<file path="src/hdl/vent_relay_pkg.sv">
package vent_relay_pkg;
  // Clock and time base
  localparam int CLK_PERIOD_NS = 20;
  localparam int MS_PER_TICK = 1;
  localparam int MS_CYC_DEF = MS_PER_TICK * 1_000_000 / CLK_PERIOD_NS;
  localparam int MS_PER_S = 1000;
  localparam int S_PER_MIN = 60;
  localparam int S_PER_H = 3600;
  // Timing figures as specified
  localparam int PAUSE_MS = 500;
  localparam int DM_HOLD_MS = 3000;
  localparam int RT_TRIES = 15;
  localparam int RT_CLOSE_S = 3;
  localparam int RT_IVL_MIN = 2;
  localparam int RT_MAX_MIN = 30;
  localparam int EMG_KEEP_MIN = 3;
  localparam int ECO_MIN = 3;
  localparam int ACLS_MAX_H = 24;
  localparam int TW_MIN_S = 10;
  localparam int TW_MAX_H = 12;
  // Derived counts
  localparam int RT_CLOSE_MS = RT_CLOSE_S * MS_PER_S;
  localparam int RT_IVL_S = RT_IVL_MIN * S_PER_MIN;
  localparam int RT_MAX_S = RT_MAX_MIN * S_PER_MIN;
  localparam int EMG_S = EMG_KEEP_MIN * S_PER_MIN;
  localparam int ECO_S = ECO_MIN * S_PER_MIN;
  localparam int ACLS_MAX_S = ACLS_MAX_H * S_PER_H;
  localparam int TW_MAX_S = TW_MAX_H * S_PER_H;
  // Register map
  localparam int ADDR_W = 8;
  localparam logic [7:0] REG_CTRL = 8'h00;
  localparam logic [7:0] REG_PRIO = 8'h04;
  localparam logic [7:0] REG_GRP0 = 8'h08;
  localparam logic [7:0] REG_GRP1 = 8'h0c;
  localparam logic [7:0] REG_GRP2 = 8'h10;
  localparam logic [7:0] REG_ADLY = 8'h14;
  localparam logic [7:0] REG_VDLY = 8'h18;
  localparam logic [7:0] REG_GAP = 8'h1c;
  localparam logic [7:0] REG_ACLS = 8'h20;
  localparam logic [7:0] REG_TWAIT = 8'h24;
  localparam logic [7:0] REG_BMODE = 8'h28;
  localparam logic [7:0] REG_STAT = 8'h2c;
  // Fields and reset values
  localparam int PRIO_INV_LSB = 6;
  localparam int ACLS_UNIT_LSB = 16;
  localparam logic [1:0] UNIT_S = 2'h0;
  localparam logic [1:0] UNIT_MIN = 2'h1;
  localparam logic [1:0] UNIT_H = 2'h2;
  localparam logic [7:0] CTRL_RST = 8'h00;
  localparam logic [8:0] PRIO_RST = 9'h024;
  localparam logic [15:0] TWAIT_RST = 16'h000a;
  localparam logic [11:0] BMODE_RST = 12'h000;

  typedef enum logic [1:0] {
    DIR_OFF = 2'b00, DIR_OPEN = 2'b01, DIR_CLOSE = 2'b10
  } dir_t;
  typedef enum logic [2:0] {
    BM_AUTO_DM_TS = 3'b000, BM_AUTO_DM = 3'b001, BM_NO_DM_TS = 3'b010,
    BM_NO_DM = 3'b011, BM_DM_ONLY = 3'b100
  } btn_mode_t;
  typedef enum logic [1:0] {
    RT_IDLE = 2'b00, RT_RUN = 2'b01, RT_SHUT = 2'b10, RT_HOLD = 2'b11
  } rt_state_t;
  typedef struct packed {
    logic thermo_en;
    logic eco_en;
    logic autoclose_en;
    logic gap_en;
    logic wind_en;
    logic dep_en;
    logic ext_prio;
    logic retrig_en;
  } ctrl_t;
endpackage : vent_relay_pkg

</file>
<file path="src/hdl/smoke_vent_motor_relay_control.sv">
// Behaviour
// - OPEN puts plus on S pole; CLOSE reverses polarity.
// - Emergency power releases load relays; an alarm energises them again.
// - Alarm shows at once; actuators move only after alarm start delay.
// - Three priority lines by default; triggered assigned sensor opens actuators.
// - Any priority order; each line may be inverted to drive CLOSE.
// - Basic mode shares one sensor group; extended mode has one per level.
// - Deadlock retrigger makes fifteen OPEN actuations after an alarm.
// - Each retry starts with 3 s CLOSE, retries every 2 minutes.
// - 500 ms unpowered pause on every change of direction.
// - After 30 minutes of retrigger, OPEN stays permanently on.
// - Retrigger off after reset, enabled per module.
// - With dependency on, alarm drives need analog current, else nothing moves.
// - Ventilation commands accepted only in mains operation.
// - Running ventilation command is kept 3 minutes on emergency power.
// - Button held over three seconds becomes dead man drive.
// - Brief press latches drive; tip-stop modes stop on repeat press.
// - Five selectable behaviours per button input and direction.
// - Ventilation shows at once; actuators move after vent start delay.
// - Per-module choice to react to the wind/rain signal.
// - Gap mode limits every vent run, OPEN or CLOSE; OPEN refused while gap CLOSE runs.
// - Automatic close after set wait in s, min or h, max 24 h.
// - Eco mode de-energises outputs 3 minutes after last vent command.
// - Thermostat re-query waits 10 s to 12 h after manual override.
`timescale 1ns/100ps
module smoke_vent_motor_relay_control #(
  parameter int NSI = 4,
  parameter int MS_CYC = vent_relay_pkg::MS_CYC_DEF
) (
  input wire logic ref_clk, // 50 MHz clock
  input wire logic rst, // Synchronous reset
  input wire logic [vent_relay_pkg::ADDR_W-1:0] addr, // Register byte address
  input wire logic [31:0] wdata, // Write data
  input wire logic wr_en, // Write strobe
  input wire logic rd_en, // Read strobe
  output logic [31:0] rdata, // Read data, cycle after strobe
  input wire logic [2:0][NSI-1:0] sensor_trig, // Alarm per line per sensor module
  input wire logic mains_ok, // Mains present
  input wire logic analog_ok, // Analog loop current present
  input wire logic wind_rain_signal, // Central wind/rain signal
  input wire logic [3:0] vent_button_inputs, // {b2 cls, b2 opn, b1 cls, b1 opn}
  input wire logic thermostat_in, // Thermostat demand, high opens
  output logic pole_s_pos, // S plus, O minus
  output logic pole_o_pos, // O plus, S minus
  output logic load_on, // Load relays energised
  output logic alarm_ind, // Alarm registered
  output logic vent_ind // Ventilation command registered
);
  import vent_relay_pkg::*;

  localparam int XW = 3 * NSI + 8;
  // One-bit floor keeps the ms divider legal when MS_CYC is 1
  localparam int MW = (MS_CYC > 1) ? $clog2(MS_CYC) : 1;

  // Input synchronisers
  logic [XW-1:0] x1_r, x2_r;
  logic [2:0][NSI-1:0] s_trig;
  logic s_mains, s_ana, s_wind, s_th;
  logic [3:0] s_btn;

  always_ff @(posedge ref_clk) begin
    if (rst) begin
      x1_r <= '0;
      x2_r <= '0;
    end else begin
      x1_r <= {sensor_trig, mains_ok, analog_ok, wind_rain_signal,
               vent_button_inputs, thermostat_in};
      x2_r <= x1_r;
    end
  end
  assign s_trig = x2_r[XW-1:8];
  assign s_mains = x2_r[7];
  assign s_ana = x2_r[6];
  assign s_wind = x2_r[5];
  assign s_btn = x2_r[4:1];
  assign s_th = x2_r[0];

  // Millisecond and second enables
  logic [MW-1:0] ms_cnt_r;
  logic [9:0] s_cnt_r;
  logic ms_tick, s_tick;
  assign ms_tick = ms_cnt_r == MW'(MS_CYC - 1);
  assign s_tick = ms_tick && s_cnt_r == 10'(MS_PER_S - 1);

  always_ff @(posedge ref_clk) begin
    if (rst || ms_tick) ms_cnt_r <= '0;
    else ms_cnt_r <= ms_cnt_r + 1'b1;
  end
  always_ff @(posedge ref_clk) begin
    if (rst || s_tick) s_cnt_r <= '0;
    else if (ms_tick) s_cnt_r <= s_cnt_r + 1'b1;
  end

  // Registers
  ctrl_t ctrl_r;
  logic [8:0] prio_r;
  logic [2:0][NSI-1:0] grp_r;
  logic [15:0] adly_r, vdly_r, gap_r, twait_r;
  logic [17:0] acls_r;
  logic [3:0][2:0] bmode_r;

  always_ff @(posedge ref_clk) begin
    if (rst) begin
      ctrl_r <= CTRL_RST;
      prio_r <= PRIO_RST;
      grp_r <= '1;
      adly_r <= '0;
      vdly_r <= '0;
      gap_r <= '0;
      acls_r <= '0;
      twait_r <= TWAIT_RST;
      bmode_r <= BMODE_RST;
    end else if (wr_en) begin
      case (addr)
        REG_CTRL: ctrl_r <= wdata[7:0];
        REG_PRIO: prio_r <= wdata[8:0];
        REG_GRP0: grp_r[0] <= wdata[NSI-1:0];
        REG_GRP1: grp_r[1] <= wdata[NSI-1:0];
        REG_GRP2: grp_r[2] <= wdata[NSI-1:0];
        REG_ADLY: adly_r <= wdata[15:0];
        REG_VDLY: vdly_r <= wdata[15:0];
        REG_GAP: gap_r <= wdata[15:0];
        REG_ACLS: acls_r <= wdata[17:0];
        REG_TWAIT: twait_r <= wdata[15:0];
        REG_BMODE: bmode_r <= wdata[11:0];
        default: ;
      endcase
    end
  end

  // Alarm line selection
  logic [2:0] hit;
  logic [1:0] sel;
  logic a_req, a_go;
  dir_t a_dir;

  always_comb begin
    for (int l = 0; l < 3; l++) begin
      hit[l] = |(s_trig[l] & (ctrl_r.ext_prio ? grp_r[l] : grp_r[0]));
    end
    sel = 2'd0;
    a_req = 1'b0;
    for (int k = 2; k >= 0; k--) begin
      if (prio_r[2*k+:2] != 2'd3 && hit[prio_r[2*k+:2]]) begin
        sel = prio_r[2*k+:2];
        a_req = 1'b1;
      end
    end
    a_dir = prio_r[PRIO_INV_LSB + sel] ? DIR_CLOSE : DIR_OPEN;
  end

  // Alarm start delay
  // Own ms count so the delay starts at the alarm, not at a free second
  logic [15:0] ad_r;
  logic [9:0] ad_ms_r;
  logic ad_sec;
  assign ad_sec = ms_tick && ad_ms_r == 10'(MS_PER_S - 1);
  always_ff @(posedge ref_clk) begin
    if (rst || !a_req || ad_sec) ad_ms_r <= '0;
    else if (ms_tick) ad_ms_r <= ad_ms_r + 1'b1;
  end
  always_ff @(posedge ref_clk) begin
    if (rst || !a_req) ad_r <= '0;
    else if (ad_sec && ad_r < adly_r) ad_r <= ad_r + 1'b1;
  end
  assign a_go = a_req && ad_r >= adly_r;

  // Deadlock retrigger sequencer
  rt_state_t rt_st;
  logic [10:0] rt_tot_r;
  logic [6:0] rt_ivl_r;
  logic [3:0] rt_n_r;
  logic [11:0] rt_ms_r;
  logic rt_on;
  dir_t cur_r;
  assign rt_on = a_go && a_dir == DIR_OPEN && ctrl_r.retrig_en;

  always_ff @(posedge ref_clk) begin
    if (rst || !rt_on) begin
      rt_st <= RT_IDLE;
      rt_tot_r <= '0;
      rt_ivl_r <= '0;
      rt_n_r <= '0;
      rt_ms_r <= '0;
    end else begin
      if (s_tick && rt_st != RT_HOLD) rt_tot_r <= rt_tot_r + 1'b1;
      case (rt_st)
        RT_IDLE: begin
          rt_st <= RT_RUN;
          rt_n_r <= 4'd1;
        end
        RT_RUN: begin
          if (s_tick) begin
            rt_ivl_r <= rt_ivl_r + 1'b1;
            if (rt_tot_r >= 11'(RT_MAX_S - 1)) begin
              rt_st <= RT_HOLD;
            end else if (rt_ivl_r == 7'(RT_IVL_S - 1)) begin
              rt_st <= (rt_n_r < 4'(RT_TRIES)) ? RT_SHUT : RT_HOLD;
              rt_ms_r <= '0;
            end
          end
        end
        RT_SHUT: begin
          if (ms_tick && cur_r == DIR_CLOSE) begin
            rt_ms_r <= rt_ms_r + 1'b1;
            if (rt_ms_r == 12'(RT_CLOSE_MS - 1)) begin
              rt_st <= RT_RUN;
              rt_n_r <= rt_n_r + 1'b1;
              rt_ivl_r <= '0;
            end
          end
        end
        RT_HOLD: rt_st <= RT_HOLD;
        default: rt_st <= RT_IDLE;
      endcase
    end
  end

  // Ventilation buttons
  logic vent_on_r;
  dir_t vent_dir_r;
  logic [3:0] b_start, b_stop, p_r;
  logic [3:0][12:0] hc_r;

  for (genvar i = 0; i < 4; i++) begin : g_btn
    btn_mode_t m;
    logic rise, fall, dm_long, auto_dm, tip, tipstop;
    dir_t bdir;
    assign m = btn_mode_t'(bmode_r[i]);
    assign bdir = (i % 2 == 1) ? DIR_CLOSE : DIR_OPEN;
    assign rise = s_btn[i] && !p_r[i];
    assign fall = !s_btn[i] && p_r[i];
    assign dm_long = hc_r[i] > 13'(DM_HOLD_MS);
    assign auto_dm = m == BM_AUTO_DM_TS || m == BM_AUTO_DM;
    assign tip = m == BM_AUTO_DM_TS || m == BM_NO_DM_TS;
    assign tipstop = rise && tip && vent_on_r && vent_dir_r == bdir;
    assign b_start[i] = rise && !tipstop;
    assign b_stop[i] = tipstop || (fall && (m == BM_DM_ONLY || (auto_dm && dm_long)));

    always_ff @(posedge ref_clk) begin
      if (rst) begin
        p_r[i] <= 1'b0;
        hc_r[i] <= '0;
      end else begin
        p_r[i] <= s_btn[i];
        if (!s_btn[i]) hc_r[i] <= '0;
        else if (ms_tick && hc_r[i] <= 13'(DM_HOLD_MS)) hc_r[i] <= hc_r[i] + 1'b1;
      end
    end
  end

  logic man_go, man_stop;
  dir_t man_dir;
  always_comb begin
    man_go = 1'b0;
    man_stop = 1'b0;
    man_dir = DIR_OPEN;
    for (int i = 3; i >= 0; i--) begin
      if (b_stop[i]) begin
        man_stop = 1'b1;
        man_go = 1'b0;
      end else if (b_start[i]) begin
        man_go = 1'b1;
        man_stop = 1'b0;
        man_dir = (i % 2 == 1) ? DIR_CLOSE : DIR_OPEN;
      end
    end
  end

  // Thermostat with re-query lockout
  logic th_p_r, th_evt, wp_r, wind_force, wind_edge;
  logic [15:0] tl_r, tw_cl;
  dir_t th_dir;
  assign tw_cl = (twait_r < 16'(TW_MIN_S)) ? 16'(TW_MIN_S) :
                 (twait_r > 16'(TW_MAX_S)) ? 16'(TW_MAX_S) : twait_r;
  assign th_evt = ctrl_r.thermo_en && s_th != th_p_r && tl_r == '0;
  assign th_dir = s_th ? DIR_OPEN : DIR_CLOSE;
  assign wind_force = ctrl_r.wind_en && s_wind;
  assign wind_edge = wind_force && !wp_r;

  always_ff @(posedge ref_clk) begin
    if (rst) begin
      th_p_r <= 1'b0;
      wp_r <= 1'b0;
      tl_r <= '0;
    end else begin
      th_p_r <= s_th;
      wp_r <= wind_force;
      if (ctrl_r.thermo_en && s_mains && (man_go || man_stop)) tl_r <= tw_cl;
      else if (s_tick && tl_r != '0) tl_r <= tl_r - 1'b1;
    end
  end

  // Ventilation command state
  logic [16:0] v_sec_r;
  logic [7:0] eco_r, emg_r;
  logic [31:0] ac_lim;
  logic ac_hit, gap_stop, gap_lock, v_drv, c_go, c_stop, v_end, v_tick;
  logic [9:0] v_ms_r;
  dir_t c_dir;

  // Command seconds counted from the command itself
  assign v_tick = ms_tick && v_ms_r == 10'(MS_PER_S - 1);
  always_ff @(posedge ref_clk) begin
    if (rst || c_go || v_tick) v_ms_r <= '0;
    else if (ms_tick) v_ms_r <= v_ms_r + 1'b1;
  end

  always_comb begin
    case (acls_r[ACLS_UNIT_LSB+:2])
      UNIT_MIN: ac_lim = {16'h0000, acls_r[15:0]} * S_PER_MIN;
      UNIT_H: ac_lim = {16'h0000, acls_r[15:0]} * S_PER_H;
      default: ac_lim = {16'h0000, acls_r[15:0]};
    endcase
    if (ac_lim > ACLS_MAX_S) ac_lim = ACLS_MAX_S;
  end
  assign ac_hit = ctrl_r.autoclose_en && vent_on_r && vent_dir_r == DIR_OPEN &&
                  {15'h0000, v_sec_r} >= ac_lim;
  assign gap_stop = ctrl_r.gap_en && vent_on_r &&
                    v_sec_r >= {1'b0, vdly_r} + {1'b0, gap_r};
  assign gap_lock = ctrl_r.gap_en && vent_on_r && vent_dir_r == DIR_CLOSE;

  always_comb begin
    c_go = 1'b0;
    c_stop = 1'b0;
    c_dir = DIR_CLOSE;
    if (s_mains) begin
      if (wind_edge) c_go = 1'b1;
      else if (man_stop) c_stop = 1'b1;
      else if (man_go) begin
        c_go = 1'b1;
        c_dir = man_dir;
      end else if (th_evt) begin
        c_go = 1'b1;
        c_dir = th_dir;
      end else if (ac_hit) c_go = 1'b1;
      if (c_dir == DIR_OPEN && (gap_lock || wind_force)) c_go = 1'b0;
    end
  end

  assign v_end = c_stop || gap_stop || (!s_mains && emg_r == 8'(EMG_S)) ||
                 (ctrl_r.eco_en && eco_r == 8'(ECO_S));

  always_ff @(posedge ref_clk) begin
    if (rst || s_mains) emg_r <= '0;
    else if (s_tick && emg_r != 8'(EMG_S)) emg_r <= emg_r + 1'b1;
  end

  always_ff @(posedge ref_clk) begin
    if (rst) begin
      vent_on_r <= 1'b0;
      vent_dir_r <= DIR_OPEN;
      v_sec_r <= '0;
      eco_r <= '0;
    end else begin
      if (c_go || c_stop) eco_r <= '0;
      else if (s_tick && eco_r != 8'(ECO_S)) eco_r <= eco_r + 1'b1;
      if (c_go) begin
        vent_on_r <= 1'b1;
        vent_dir_r <= c_dir;
        v_sec_r <= '0;
      end else if (v_end) begin
        vent_on_r <= 1'b0;
      end else if (v_tick && v_sec_r != '1) begin
        v_sec_r <= v_sec_r + 1'b1;
      end
    end
  end
  assign v_drv = vent_on_r && v_sec_r >= {1'b0, vdly_r};

  // Drive selection and direction-change pause
  dir_t des, cur_nxt, last_r;
  logic ld;
  logic [8:0] pz_r;
  assign ld = s_mains || a_go || vent_on_r;

  always_comb begin
    des = DIR_OFF;
    if (a_req) begin
      if (a_go && !(ctrl_r.dep_en && !s_ana)) begin
        des = (rt_st == RT_SHUT) ? DIR_CLOSE : a_dir;
      end
    end else if (v_drv) begin
      des = vent_dir_r;
    end
    if (!ld) des = DIR_OFF;
    cur_nxt = cur_r;
    if (des != cur_r) begin
      if (cur_r != DIR_OFF) cur_nxt = DIR_OFF;
      else if (des == last_r || pz_r == '0) cur_nxt = des;
    end
  end

  always_ff @(posedge ref_clk) begin
    if (rst) begin
      cur_r <= DIR_OFF;
      last_r <= DIR_OFF;
      pz_r <= '0;
      pole_s_pos <= 1'b0;
      pole_o_pos <= 1'b0;
      load_on <= 1'b0;
    end else begin
      cur_r <= cur_nxt;
      if (cur_r != DIR_OFF && cur_nxt == DIR_OFF) begin
        last_r <= cur_r;
        pz_r <= 9'(PAUSE_MS);
      end else if (ms_tick && pz_r != '0) begin
        pz_r <= pz_r - 1'b1;
      end
      pole_s_pos <= cur_nxt == DIR_OPEN;
      pole_o_pos <= cur_nxt == DIR_CLOSE;
      load_on <= ld;
    end
  end

  // Indicators
  always_ff @(posedge ref_clk) begin
    if (rst) begin
      alarm_ind <= 1'b0;
      vent_ind <= 1'b0;
    end else begin
      alarm_ind <= a_req;
      vent_ind <= vent_on_r;
    end
  end

  // Register read port
  always_ff @(posedge ref_clk) begin
    if (rst) begin
      rdata <= '0;
    end else if (rd_en) begin
      case (addr)
        REG_CTRL: rdata <= {24'h000000, ctrl_r};
        REG_PRIO: rdata <= {23'h000000, prio_r};
        REG_GRP0: rdata <= 32'(grp_r[0]);
        REG_GRP1: rdata <= 32'(grp_r[1]);
        REG_GRP2: rdata <= 32'(grp_r[2]);
        REG_ADLY: rdata <= {16'h0000, adly_r};
        REG_VDLY: rdata <= {16'h0000, vdly_r};
        REG_GAP: rdata <= {16'h0000, gap_r};
        REG_ACLS: rdata <= {14'h0000, acls_r};
        REG_TWAIT: rdata <= {16'h0000, twait_r};
        REG_BMODE: rdata <= {20'h00000, bmode_r};
        REG_STAT: rdata <= {15'h0000, wind_force, load_on, tl_r != '0, rt_n_r, rt_st,
                            s_ana, s_mains, cur_r, vent_dir_r == DIR_CLOSE, vent_on_r,
                            a_go, a_req};
        default: rdata <= '0;
      endcase
    end else begin
      rdata <= '0;
    end
  end
endmodule : smoke_vent_motor_relay_control

</file>
<file path="config.mk">
export PLATFORM = sky130hd
export DESIGN_NAME = smoke_vent_motor_relay_control
export DESIGN_NICKNAME = d
export VERILOG_FILES = /design/src/hdl/vent_relay_pkg.sv /design/src/hdl/smoke_vent_motor_relay_control.sv
export SDC_FILE = /design/constraint.sdc
export NUM_CORES = 1
export LEC_CHECK = 0
export BUFFER_PORTS_ARGS = -buffer_cell sky130_fd_sc_hd__buf_2
export CORE_ASPECT_RATIO = 0.75
export CORE_MARGIN = 5
export CORE_UTILIZATION = 35
export CTS_BUF_LIST = sky130_fd_sc_hd__clkbuf_16
export CTS_CLUSTER_SIZE = 10
export DETAILED_ROUTE_END_ITERATION = 10
export PLACE_DENSITY = 0.54
export SLEW_MARGIN = 20
export SYNTH_ARGS = -nofsm -noshare
export SYNTH_HDL_FRONTEND = slang
export SYNTH_SLANG_ARGS = --single-unit
</file>
<file path="constraint.sdc">
create_clock -name ref_clk -period 7.9 [get_ports ref_clk]
set_input_delay 1.185 -clock ref_clk [delete_from_list [all_inputs] [get_ports ref_clk]]
set_output_delay 1.185 -clock ref_clk [all_outputs]
set_load 0.02 [all_outputs]
</file>
-- Word level (Yosys, flattened, before mapping)
Index checks and enable logic that the tools add are counted.
- flip-flop bits (word level): 421
- logic and storage cells: 433
- output and inout bits: 37
- input bits: 64
- equal/unequal tests: 59
- muxes and demuxes: 95
- bitwise logic cells: 9
- add/subtract/negate cells: 20
- reduce and logical (&&, ||, !) cells: 167
- $mul: 2
- magnitude comparators: 22
- operators by type and width (cell ; count):
    18-bit case mux with 12 select lines ; 1
    1-bit logical AND ; 72
    16-bit 2-to-1 mux ; 4
    2-bit 2-to-1 mux ; 32
    28-bit case mux with 2 select lines ; 1
    13-bit by 1-bit adder with 13-bit output, second input constant ; 4
    13-bit by 12-bit > comparator with 1-bit output, second input constant ; 4
    13-bit by 12-bit less-or-equal comparator with 1-bit output, second input constant ; 4
    12-bit 2-to-1 mux ; 4
    1-bit 2-to-1 mux ; 35
    1-bit logical OR ; 33
    16-bit by 1-bit adder with 16-bit output, second input constant ; 2
    8-bit by 5-bit equality test with 1-bit output, second input constant ; 4
    8-bit by 6-bit equality test with 1-bit output, second input constant ; 4
    17-bit by 32-bit greater-or-equal comparator with 1-bit output ; 1
    32-bit by 17-bit > comparator with 1-bit output, second input constant ; 1
    32-bit 2-to-1 mux ; 1
    10-bit by 1-bit adder with 10-bit output, second input constant ; 3
    10-bit equality test, second input constant ; 3
    16-bit by 8-bit multiplier with 24-bit output, second input constant ; 1
    12-bit case mux with 2 select lines ; 1
    2-bit AND reduction ; 12
    7-bit 2-to-1 mux ; 3
    16-bit by 4-bit multiplier with 20-bit output, second input constant ; 1
    other kinds (61) ; 143

-- Longest topological paths before layout
Gate-level depths: netlist of run 1.
- depth after elaboration: 25
- gate-level depth with buffers: 32
- gate-level depth less buffers: 30

-- Worst setup path before layout of run 1
OpenSTA, ideal clock, no wires.
- kind: reg2reg
- from: register acls_r[1]
- to: register eco_r[0]
- path slack: 1.231 ns
- setup time: 0.078 ns
- data required time: 7.822 ns
- cell stages (with the launch flop): 29
- buffers on the path: 2
- clock period less this slack: 6.669 ns
- arrival: 6.591 ns
- cells stage by stage: dfxtp_1 inv_1 fa_1 inv_1 ha_1 fa_1 ha_1 fa_1 a21oi_1 o211a_1 o31ai_1 a2111oi_0 o2111ai_1 o311ai_0 o2111a_1 buf_4 nand2_1 ha_1 a21o_1 a21o_1 a21oi_1 o21ai_0 a211o_1 o211ai_1 a21oi_1 o311ai_1 o21bai_1 buf_2 nor3_1
- cells in the longest elaborated chain, start to end: 15
- elaborated cells between the ends (all ways): 16
- those cells by class: mul (2); order compare (2); mux (9); reduce/logical (3)
- ends and longest elaborated chain (what ; RTL line ; RTL):
    start: declaration ; smoke_vent_motor_relay_control.sv:99 ; logic [17:0] acls_r;
    start signal: assignment ; smoke_vent_motor_relay_control.sv:123 ; REG_ACLS: acls_r <= wdata[17:0];
    16-bit by 4-bit multiplier with 20-bit output / 16-bit by 8-bit multiplier with 24-bit output (equally long branches) ; smoke_vent_motor_relay_control.sv:311, smoke_vent_motor_relay_control.sv:312 ;
    28-bit case mux with 2 select lines * ; smoke_vent_motor_relay_control.sv:310 ; case (acls_r[ACLS_UNIT_LSB+:2])
    32-bit by 17-bit > comparator with 1-bit output ; smoke_vent_motor_relay_control.sv:315 ; if (ac_lim > ACLS_MAX_S) ac_lim = ACLS_MAX_S;
    32-bit 2-to-1 mux * ; smoke_vent_motor_relay_control.sv:315 ;
    17-bit by 32-bit greater-or-equal comparator with 1-bit output * ; smoke_vent_motor_relay_control.sv:318 ; {15'h0000, v_sec_r} >= ac_lim;
    1-bit logical AND * ; smoke_vent_motor_relay_control.sv:317 ; assign ac_hit = ctrl_r.autoclose_en && vent_on_r && vent_dir_r == DIR_OPEN &&
    1-bit 2-to-1 mux * ; smoke_vent_motor_relay_control.sv:336 ; end else if (ac_hit) c_go = 1'b1;
    1-bit 2-to-1 mux * ; smoke_vent_motor_relay_control.sv:333 ; end else if (th_evt) begin
    1-bit 2-to-1 mux * ; smoke_vent_motor_relay_control.sv:330 ; else if (man_go) begin
    1-bit 2-to-1 mux * ; smoke_vent_motor_relay_control.sv:329 ; else if (man_stop) c_stop = 1'b1;
    1-bit 2-to-1 mux * ; smoke_vent_motor_relay_control.sv:328 ; if (wind_edge) c_go = 1'b1;
    1-bit 2-to-1 mux * ; smoke_vent_motor_relay_control.sv:337 ; if (c_dir == DIR_OPEN && (gap_lock || wind_force)) c_go = 1'b0;
    1-bit 2-to-1 mux * ; smoke_vent_motor_relay_control.sv:327 ; if (s_mains) begin
    1-bit logical OR * ; smoke_vent_motor_relay_control.sv:356 ; if (c_go || c_stop) eco_r <= '0;
    2-bit OR reduction (no source line) * ; -- ;
    end signal: assignment ; smoke_vent_motor_relay_control.sv:357 ; else if (s_tick && eco_r != 8'(ECO_S)) eco_r <= eco_r + 1'b1;
    end: declaration ; smoke_vent_motor_relay_control.sv:296 ; logic [7:0] eco_r, emg_r;
Mark *: on every way between the ends. The rest lies on a longest branch, timed or not.
A chain may end at the register's enable or synchronous reset.

-- Worst setup path after layout of run 1
- from: register acls_r[5]
- to: register v_ms_r[0]
- cells in the longest elaborated chain, start to end: 15
- elaborated cells between the ends (all ways): 16
- those cells by class: mul (2); order compare (2); mux (9); reduce/logical (3)
- ends and longest elaborated chain (what ; RTL line ; RTL):
    16-bit by 4-bit multiplier with 20-bit output / 16-bit by 8-bit multiplier with 24-bit output (equally long branches) ; smoke_vent_motor_relay_control.sv:311, smoke_vent_motor_relay_control.sv:312 ;
    28-bit case mux with 2 select lines * ; smoke_vent_motor_relay_control.sv:310 ;
    32-bit by 17-bit > comparator with 1-bit output ; smoke_vent_motor_relay_control.sv:315 ;
    32-bit 2-to-1 mux * ; smoke_vent_motor_relay_control.sv:315 ;
    17-bit by 32-bit greater-or-equal comparator with 1-bit output * ; smoke_vent_motor_relay_control.sv:318 ;
    1-bit logical AND * ; smoke_vent_motor_relay_control.sv:317 ;
    1-bit 2-to-1 mux * ; smoke_vent_motor_relay_control.sv:336 ;
    1-bit 2-to-1 mux * ; smoke_vent_motor_relay_control.sv:333 ;
    1-bit 2-to-1 mux * ; smoke_vent_motor_relay_control.sv:330 ;
    1-bit 2-to-1 mux * ; smoke_vent_motor_relay_control.sv:329 ;
    1-bit 2-to-1 mux * ; smoke_vent_motor_relay_control.sv:328 ;
    1-bit 2-to-1 mux * ; smoke_vent_motor_relay_control.sv:337 ;
    1-bit 2-to-1 mux * ; smoke_vent_motor_relay_control.sv:327 ;
    1-bit logical OR * (2 in series) ; smoke_vent_motor_relay_control.sv:305 ; if (rst || c_go || v_tick) v_ms_r <= '0;
    end signal: assignment ; smoke_vent_motor_relay_control.sv:306 ; else if (ms_tick) v_ms_r <= v_ms_r + 1'b1;
    end: declaration ; smoke_vent_motor_relay_control.sv:299 ; logic [9:0] v_ms_r;
Marked as above.

==> results.sh, run 1 <==
export IMPL_synth_simple_area_share_pct=22.2
export IMPL_place_area_mm2=0.0250
export IMPL_tightest_slew_ns=1.13
export IMPL_cts_hold_buffers_added=0
export IMPL_drc_errors=0
export IMPL_wl_per_cell_um=18.6
export IMPL_synthAdderAreaFrac_pct=13.2
export IMPL_antenna_found_initial=7
export IMPL_synth_compound_area_share_pct=17.0
export IMPL_synth_seq_cells=407
export IMPL_synth_warning_count=0
export IMPL_min_period_ns=7.38
export IMPL_die_area_mm2=0.0731
export IMPL_start_util_pct=35.4
export IMPL_via_count=20700
export IMPL_hp_class="flip-flop to flip-flop"
export IMPL_relSlewSlack_pct=25.0
export IMPL_path_max_fanout=18
export IMPL_port_buffers=72
export IMPL_fmax_ghz=0.135
export IMPL_synth_xor_area_share_pct=6.50
export IMPL_grt_usage_pct=18.6
export IMPL_rsz0062_at_grt="false"
export IMPL_grt_pass1_vias=19900
export IMPL_vias_per_cell=5.44
export IMPL_worstPathArrival_ns=7.88
export IMPL_cp_slowest_cell="fa_1"
export IMPL_coreArea_mm2=0.0670
export IMPL_synth_top_family_by_area="simple AND/OR/NAND/NOR gates"
export IMPL_area_delta_synth_final_pct=11.1
export IMPL_finalMaxSlewViolations=0
export IMPL_die_x_um=311
export IMPL_hold_viol=0
export IMPL_syn_avg_cell_area_um2=8.30
export IMPL_critPathRequiredTime_ns=8.40
export IMPL_max_cap_violations=0
export IMPL_htree_num_levels=2
export IMPL_postRouteAntennaNets=0
export IMPL_path_class="flip-flop to flip-flop"
export IMPL_mostFrequentLayoutCells="dfxtp_1, nand2_1, nor2_1"
export IMPL_gp_routability_congestion=0.890
export IMPL_startpoint_type="flip-flop"
export IMPL_rows=82
export IMPL_ys_seq_area_share_pct=34.4
export IMPL_final_common_cell="dfxtp_1"
export IMPL_fin_ws_ns=0.516
export IMPL_setup_violations=0
export IMPL_drive_gt1_share_pct=7.67
export IMPL_ys_types=93
export IMPL_pre_cts_ws_ns=0.126
export IMPL_async_flop_share_pct=0
export IMPL_slowest_delay_ns=0.60
export IMPL_status="finished, final reports clean"
export IMPL_first_pass_iters=7
export IMPL_grt_pass1_wl_um=111000
export IMPL_grt_max_degree=71
export IMPL_drtIter0Drc=1872
export IMPL_clock_latency_ns=0.60
export IMPL_muxShareOfSynthArea_pct=1.39
export IMPL_post_route_util_pct=39.3
export IMPL_finalNonFillerCells=3809
export IMPL_cp_end_kind="flip-flop"
export IMPL_dp_cells=3741
export IMPL_skew_ns=0.0251
export IMPL_cts_tree="yes"
export IMPL_ir_worst_vdd_uv=139
export IMPL_clockRootBuffer="clkbuf_16"
export IMPL_powerDensity_mw_per_mm2=160
export IMPL_io_pins=101
export IMPL_final_nets=3198
export IMPL_synth_edf_count=0
export IMPL_dp_hpwl_um=54300
export IMPL_syn_area_mm2=0.0237
export IMPL_wl_um=70800
export IMPL_fin_area_mm2=0.0263
export IMPL_grt_ovfl_total=0
export IMPL_synthFlopType="dfxtp_1"
export IMPL_p_leak_nw=10.4
export IMPL_cts_buffers=48
export IMPL_clk_path_buf_depth=3
export IMPL_clkSlewWorstSetupHoldPaths_ns=0.05
export IMPL_chipHeight_um=235
export IMPL_syn_inst=2857
export IMPL_timing_final_crit_share_pct=93.5
export IMPL_finalSetupTns_ns=0
export IMPL_numClockSinks=407
[where the power goes]
part	switching, mW	internal [mW]
combinational	0.119	0.0546
clock	0.860	1.08
sequential	0.0179	2.07
total	0.997	3.21
[cells by family after synthesis]
family,Yosys count
and+or+nand+nor,1096
other,1
adders and majority gates,226
buffers and inverters,318
xor gates and xnor gates,176
DFF,407
muxes,31
AOI/OAI and AO/OA,602
[cell usage after synthesis, drive strengths merged, types with 13 or more instances]
| master | count | area share, % |
|---|---|---|
| xor2 | 93 | 3.4 |
| nand4 | 44 | 1.2 |
| o211ai | 13 | 0.43 |
| o21ai | 68 | 1.5 |
| or3 | 33 | 0.87 |
| or2 | 13 | 0.34 |
| nor3 | 62 | 1.3 |
| ha | 185 | 9.8 |
| nor2 | 266 | 4.2 |
| a31oi | 39 | 1.0 |
| a22oi | 39 | 1.3 |
| nand2b | 26 | 0.69 |
| nand3 | 87 | 1.8 |
| fa | 40 | 3.4 |
| and3 | 51 | 1.3 |
| dfxtp | 407 | 34 |
| mux2i | 21 | 0.89 |
| clkbuf | 99 | 1.6 |
| nand3b | 13 | 0.41 |
| and2 | 23 | 0.62 |
| nand2 | 351 | 5.6 |
| a211oi | 14 | 0.46 |
| nor4 | 20 | 0.58 |
| a221oi | 16 | 0.59 |
| a211o | 16 | 0.59 |
| a21o | 27 | 0.85 |
| a21oi | 232 | 5.0 |
| xnor2 | 83 | 3.1 |
| nor2b | 65 | 1.7 |
| inv | 193 | 3.1 |
| buf | 25 | 0.72 |
| a22o | 14 | 0.52 |
[final timing paths]
check,start,to,slack (ns),cells after the start
worst max register to register,acls_r[5],v_ms_r[0],0.52,33
worst min-delay path,x1_r[9],x2_r[9],0.43,1
worst min register to register,x1_r[9],x2_r[9],0.43,1
worst max-delay path,acls_r[5],v_ms_r[0],0.52,33
[final cells by class]
type | instances | area [µm²]
Inverter | 194 | 728
Fill cell | 6743 | 40700
Clock buffer | 48 | 1200
Tap cell | 882 | 1100
Clock inverter | 15 | 95.1
Timing Repair Buffer | 113 | 674
Sequential cell | 407 | 8150
Multi-Input combinational cell | 2145 | 14400
Antenna cell | 5 | 12.5
[registers in the layout, indices dropped and copies added, names as in the netlist, 11 cells and up]
signal,count
hc_r,52
x1_r,20
x2_r,20
acls_r,18
rdata,18
v_sec_r,17
ad_r,16
adly_r,16
gap_r,16
ms_cnt_r,16
tl_r,16
twait_r,16
vdly_r,16
g_btn.m,12
grp_r,12
rt_ms_r,12
rt_tot_r,11
[routing by layer]
| layer | vias to the layer above | global-route usage [%] | share of wire, % |
|---|---|---|---|
| met5 | - | 0 | 0.066 |
| met4 | 6 | 4.79 | 2.4 |
| met3 | 126 | 5.14 | 8.7 |
| met2 | 703 | 27.4 | 41 |
| met1 | 9823 | 26.9 | 48 |
| li1 | 10100 | - | - |
[worst max-delay path, delay by kind of cell, from the launching register on]
| family | cells | cell delay [ns] |
|---|---|---|
| xor gates and xnor gates | 1 | 0.28 |
| DFF | 1 | 0.44 |
| and+or+nand+nor | 5 | 0.93 |
| buffers and inverters | 8 | 1.00 |
| AOI/OAI and AO/OA | 13 | 2.43 |
| adders and majority gates | 6 | 2.18 |
[timing repair]
action,4_1_cts,5_1_grt
buffers inserted,0,0
gates resized for setup,0,9
endpoints found under the setup margin,0,38
[stage by stage]
stage / hold WS (ns) / power (mW)
final: 0.435 / 4.21
after floorplan: 0.413 / 2.24
after global placement: 0.424 / 2.30
after CTS: 0.435 / 4.26
after global routing: 0.453 / 4.36
after detailed placement: 0.423 / 2.31
Power figures use the tool's default switching activity.
==> run 2: changes to the inputs <==
Settings changed: CORE_UTILIZATION 35 to 63, PLACE_DENSITY 0.54 to 0.85.
==> run 2 against run 1 <==
  * Design area is 2.1% lower
  * Fmax fell by 1.5%
  * Via count rose by 4.5%
  * Clock power is essentially flat
  * Count of clock-buffer cells in the layout decreased by 1
  * First-iteration DRC count grew 53%
  * Register-to-register slack got worse by 0.11 ns
  * Wire length is 6.0% lower
  * Critical endpoint is now v_sec_r[11]
==> results.sh, run 2 (same netlist as run 1, synthesis figures left out) <==
export IMPL_area_delta_synth_final_pct=8.77
export IMPL_gp_routability_congestion=0.963
export IMPL_relSlewSlack_pct=24.1
export IMPL_drive_gt1_share_pct=7.30
export IMPL_first_pass_iters=9
export IMPL_finalSetupTns_ns=0
export IMPL_power_mw=4.19
export IMPL_wl_um=66500
export IMPL_antenna_found_initial=2
export IMPL_cp_end_kind="flip-flop"
export IMPL_clockRootBuffer="clkbuf_16"
export IMPL_status="finished, final reports clean"
export IMPL_grt_usage_pct=31.0
export IMPL_powerDensity_mw_per_mm2=163
export IMPL_die_x_um=234
export IMPL_final_nets=3183
export IMPL_final_common_cell="dfxtp_1"
export IMPL_holdPathEnd="x2_r[9]"
export IMPL_timing_final_crit_share_pct=94.9
export IMPL_cts_buffers=47
export IMPL_coreArea_mm2=0.0371
export IMPL_startpoint_type="flip-flop"
export IMPL_htree_num_levels=2
export IMPL_drtIter0Drc=2865
export IMPL_reg2reg_depth=30
export IMPL_tightest_slew_ns=1.13
export IMPL_regMostFlops="hc_r"
export IMPL_grt_pass1_vias=21000
export IMPL_max_cap_violations=0
export IMPL_hp_class="flip-flop to flip-flop"
export IMPL_path_class="flip-flop to flip-flop"
export IMPL_rows=61
export IMPL_min_period_ns=7.49
export IMPL_start_util_pct=63.9
export IMPL_cts_tree="yes"
export IMPL_worstPathArrival_ns=7.95
export IMPL_timing_rr_start="acls_r[5]"
export IMPL_cp_slowest_cell="fa_1"
export IMPL_timing_rr_end="v_sec_r[11]"
export IMPL_drc_errors=0
export IMPL_mostFrequentLayoutCells="dfxtp_1, nand2_1, nor2_1"
export IMPL_hold_path_startpoint="x1_r[9]"
export IMPL_clock_latency_ns=0.60
export IMPL_worst_hold_slack_ns=0.431
export IMPL_via_count=21700
export IMPL_cp_common_cell="ha_1"
export IMPL_fin_area_mm2=0.0258
export IMPL_clkSlewWorstSetupHoldPaths_ns=0.06
export IMPL_finalMaxSlewViolations=0
export IMPL_chipHeight_um=178
export IMPL_holdPathStages=1
export IMPL_port_buffers=72
export IMPL_io_pins=101
export IMPL_largest_register_ffs=52
export IMPL_setup_violations=0
export IMPL_fmax_ghz=0.133
export IMPL_vias_per_cell=6.36
export IMPL_wl_per_cell_um=19.5
export IMPL_cts_hold_buffers_added=0
export IMPL_reg2reg_slack_ns=0.41
export IMPL_hold_viol=0
export IMPL_path_max_fanout=11
export IMPL_grt_pass1_wl_um=106000
export IMPL_postRouteAntennaNets=0
export IMPL_largestRegisters="hc_r (52), x1_r (20), x2_r (20)"
export IMPL_die_area_mm2=0.0417
export IMPL_clk_path_buf_depth=3
export IMPL_dp_hpwl_um=49000
export IMPL_numClockSinks=407
export IMPL_skew_ns=0.0423
export IMPL_rsz0062_at_grt="false"
export IMPL_slowest_delay_ns=0.60
export IMPL_critPathRequiredTime_ns=8.36
export IMPL_grt_ovfl_total=0
export IMPL_p_leak_nw=10.3
export IMPL_ir_worst_vdd_uv=176
export IMPL_grt_max_degree=99
export IMPL_place_area_mm2=0.0244
==> run 2: changes by cell type in the layout (fill, tap and decap cells not counted), moves of 2 or more <==
cell       change
o21ai_0        -2
buf_4         -15
clkinv_1       -5
clkinv_16      +2
dfxtp_1        -2
o21ai_1        +2
diode_2        -4
dfxtp_2        +2
==> run 2: repair_timing <==
item,CTS,global route
buffers inserted,0,1
setup endpoints to repair,0,38
gates resized for setup,0,15
hold endpoints to repair,0,0
==> run 2: area by class of cell <==
| cell class | instances | area, µm² |
|---|---|---|
| Multi-Input combinational cell | 2145 | 14400 |
| Fill cell | 2903 | 11300 |
| Sequential cell | 407 | 8150 |
| Clock buffer | 47 | 1180 |
| Inverter | 194 | 728 |
| Tap cell | 504 | 631 |
| Timing Repair Buffer | 99 | 582 |
| Clock inverter | 11 | 134 |
| Antenna cell | 1 | 2.50 |
==> run 2: metrics by stage <==
stage               util [%]  instances  setup WS [ns]
detailed placement      65.9       3348          0.140
floorplan                  -       2870           1.23
finish                  69.5       3408          0.406
global route            69.5       3408        0.00299
CTS                     69.4       3406         0.0358
global placement        65.9       3348          0.375
==> run 2: routing by layer <==
metal / routed length [µm] / vias up / GRT usage, % / share of wire (%)
met5: 93 / - / 1.44 / 0.14
met4: 2810 / 4 / 11.6 / 4.2
met3: 7500 / 260 / 7.89 / 11
met2: 29100 / 1176 / 48.5 / 44
met1: 27000 / 10200 / 41.5 / 41
li1: - / 10000 / - / -
==> run 2: worst max path at each step <==
stage               cells after the start     endpoint      start  slack [ns]
finish                                 30  v_sec_r[11]  acls_r[5]        0.41
global placement                       26  v_sec_r[15]  acls_r[1]        0.38
CTS                                    28  v_sec_r[11]  acls_r[5]        0.04
detailed placement                     28  v_sec_r[13]  acls_r[5]        0.14
floorplan                              28     eco_r[0]  acls_r[1]        1.23
global route                           32     eco_r[3]  acls_r[5]       0.003
==> run 2: worst max-delay path, delay by kind of cell (launching register included) <==
family | cells | cell delay, ns
AO/OA/AOI/OAI | 11 | 2.44
adder cells (fa/ha/maj) | 6 | 2.34
AND/OR/NAND/NOR | 6 | 1.31
buffers and inverters | 6 | 0.65
flip-flops | 1 | 0.41
XOR/XNOR | 1 | 0.19
==> run 2: power breakdown <==
part           internal [mW]  total, mW  leakage [nW]  switching, mW
logic                 0.0535      0.167          6.37          0.113
registers               2.07       2.09          3.29         0.0178
clock network           1.09       1.94         0.659          0.842
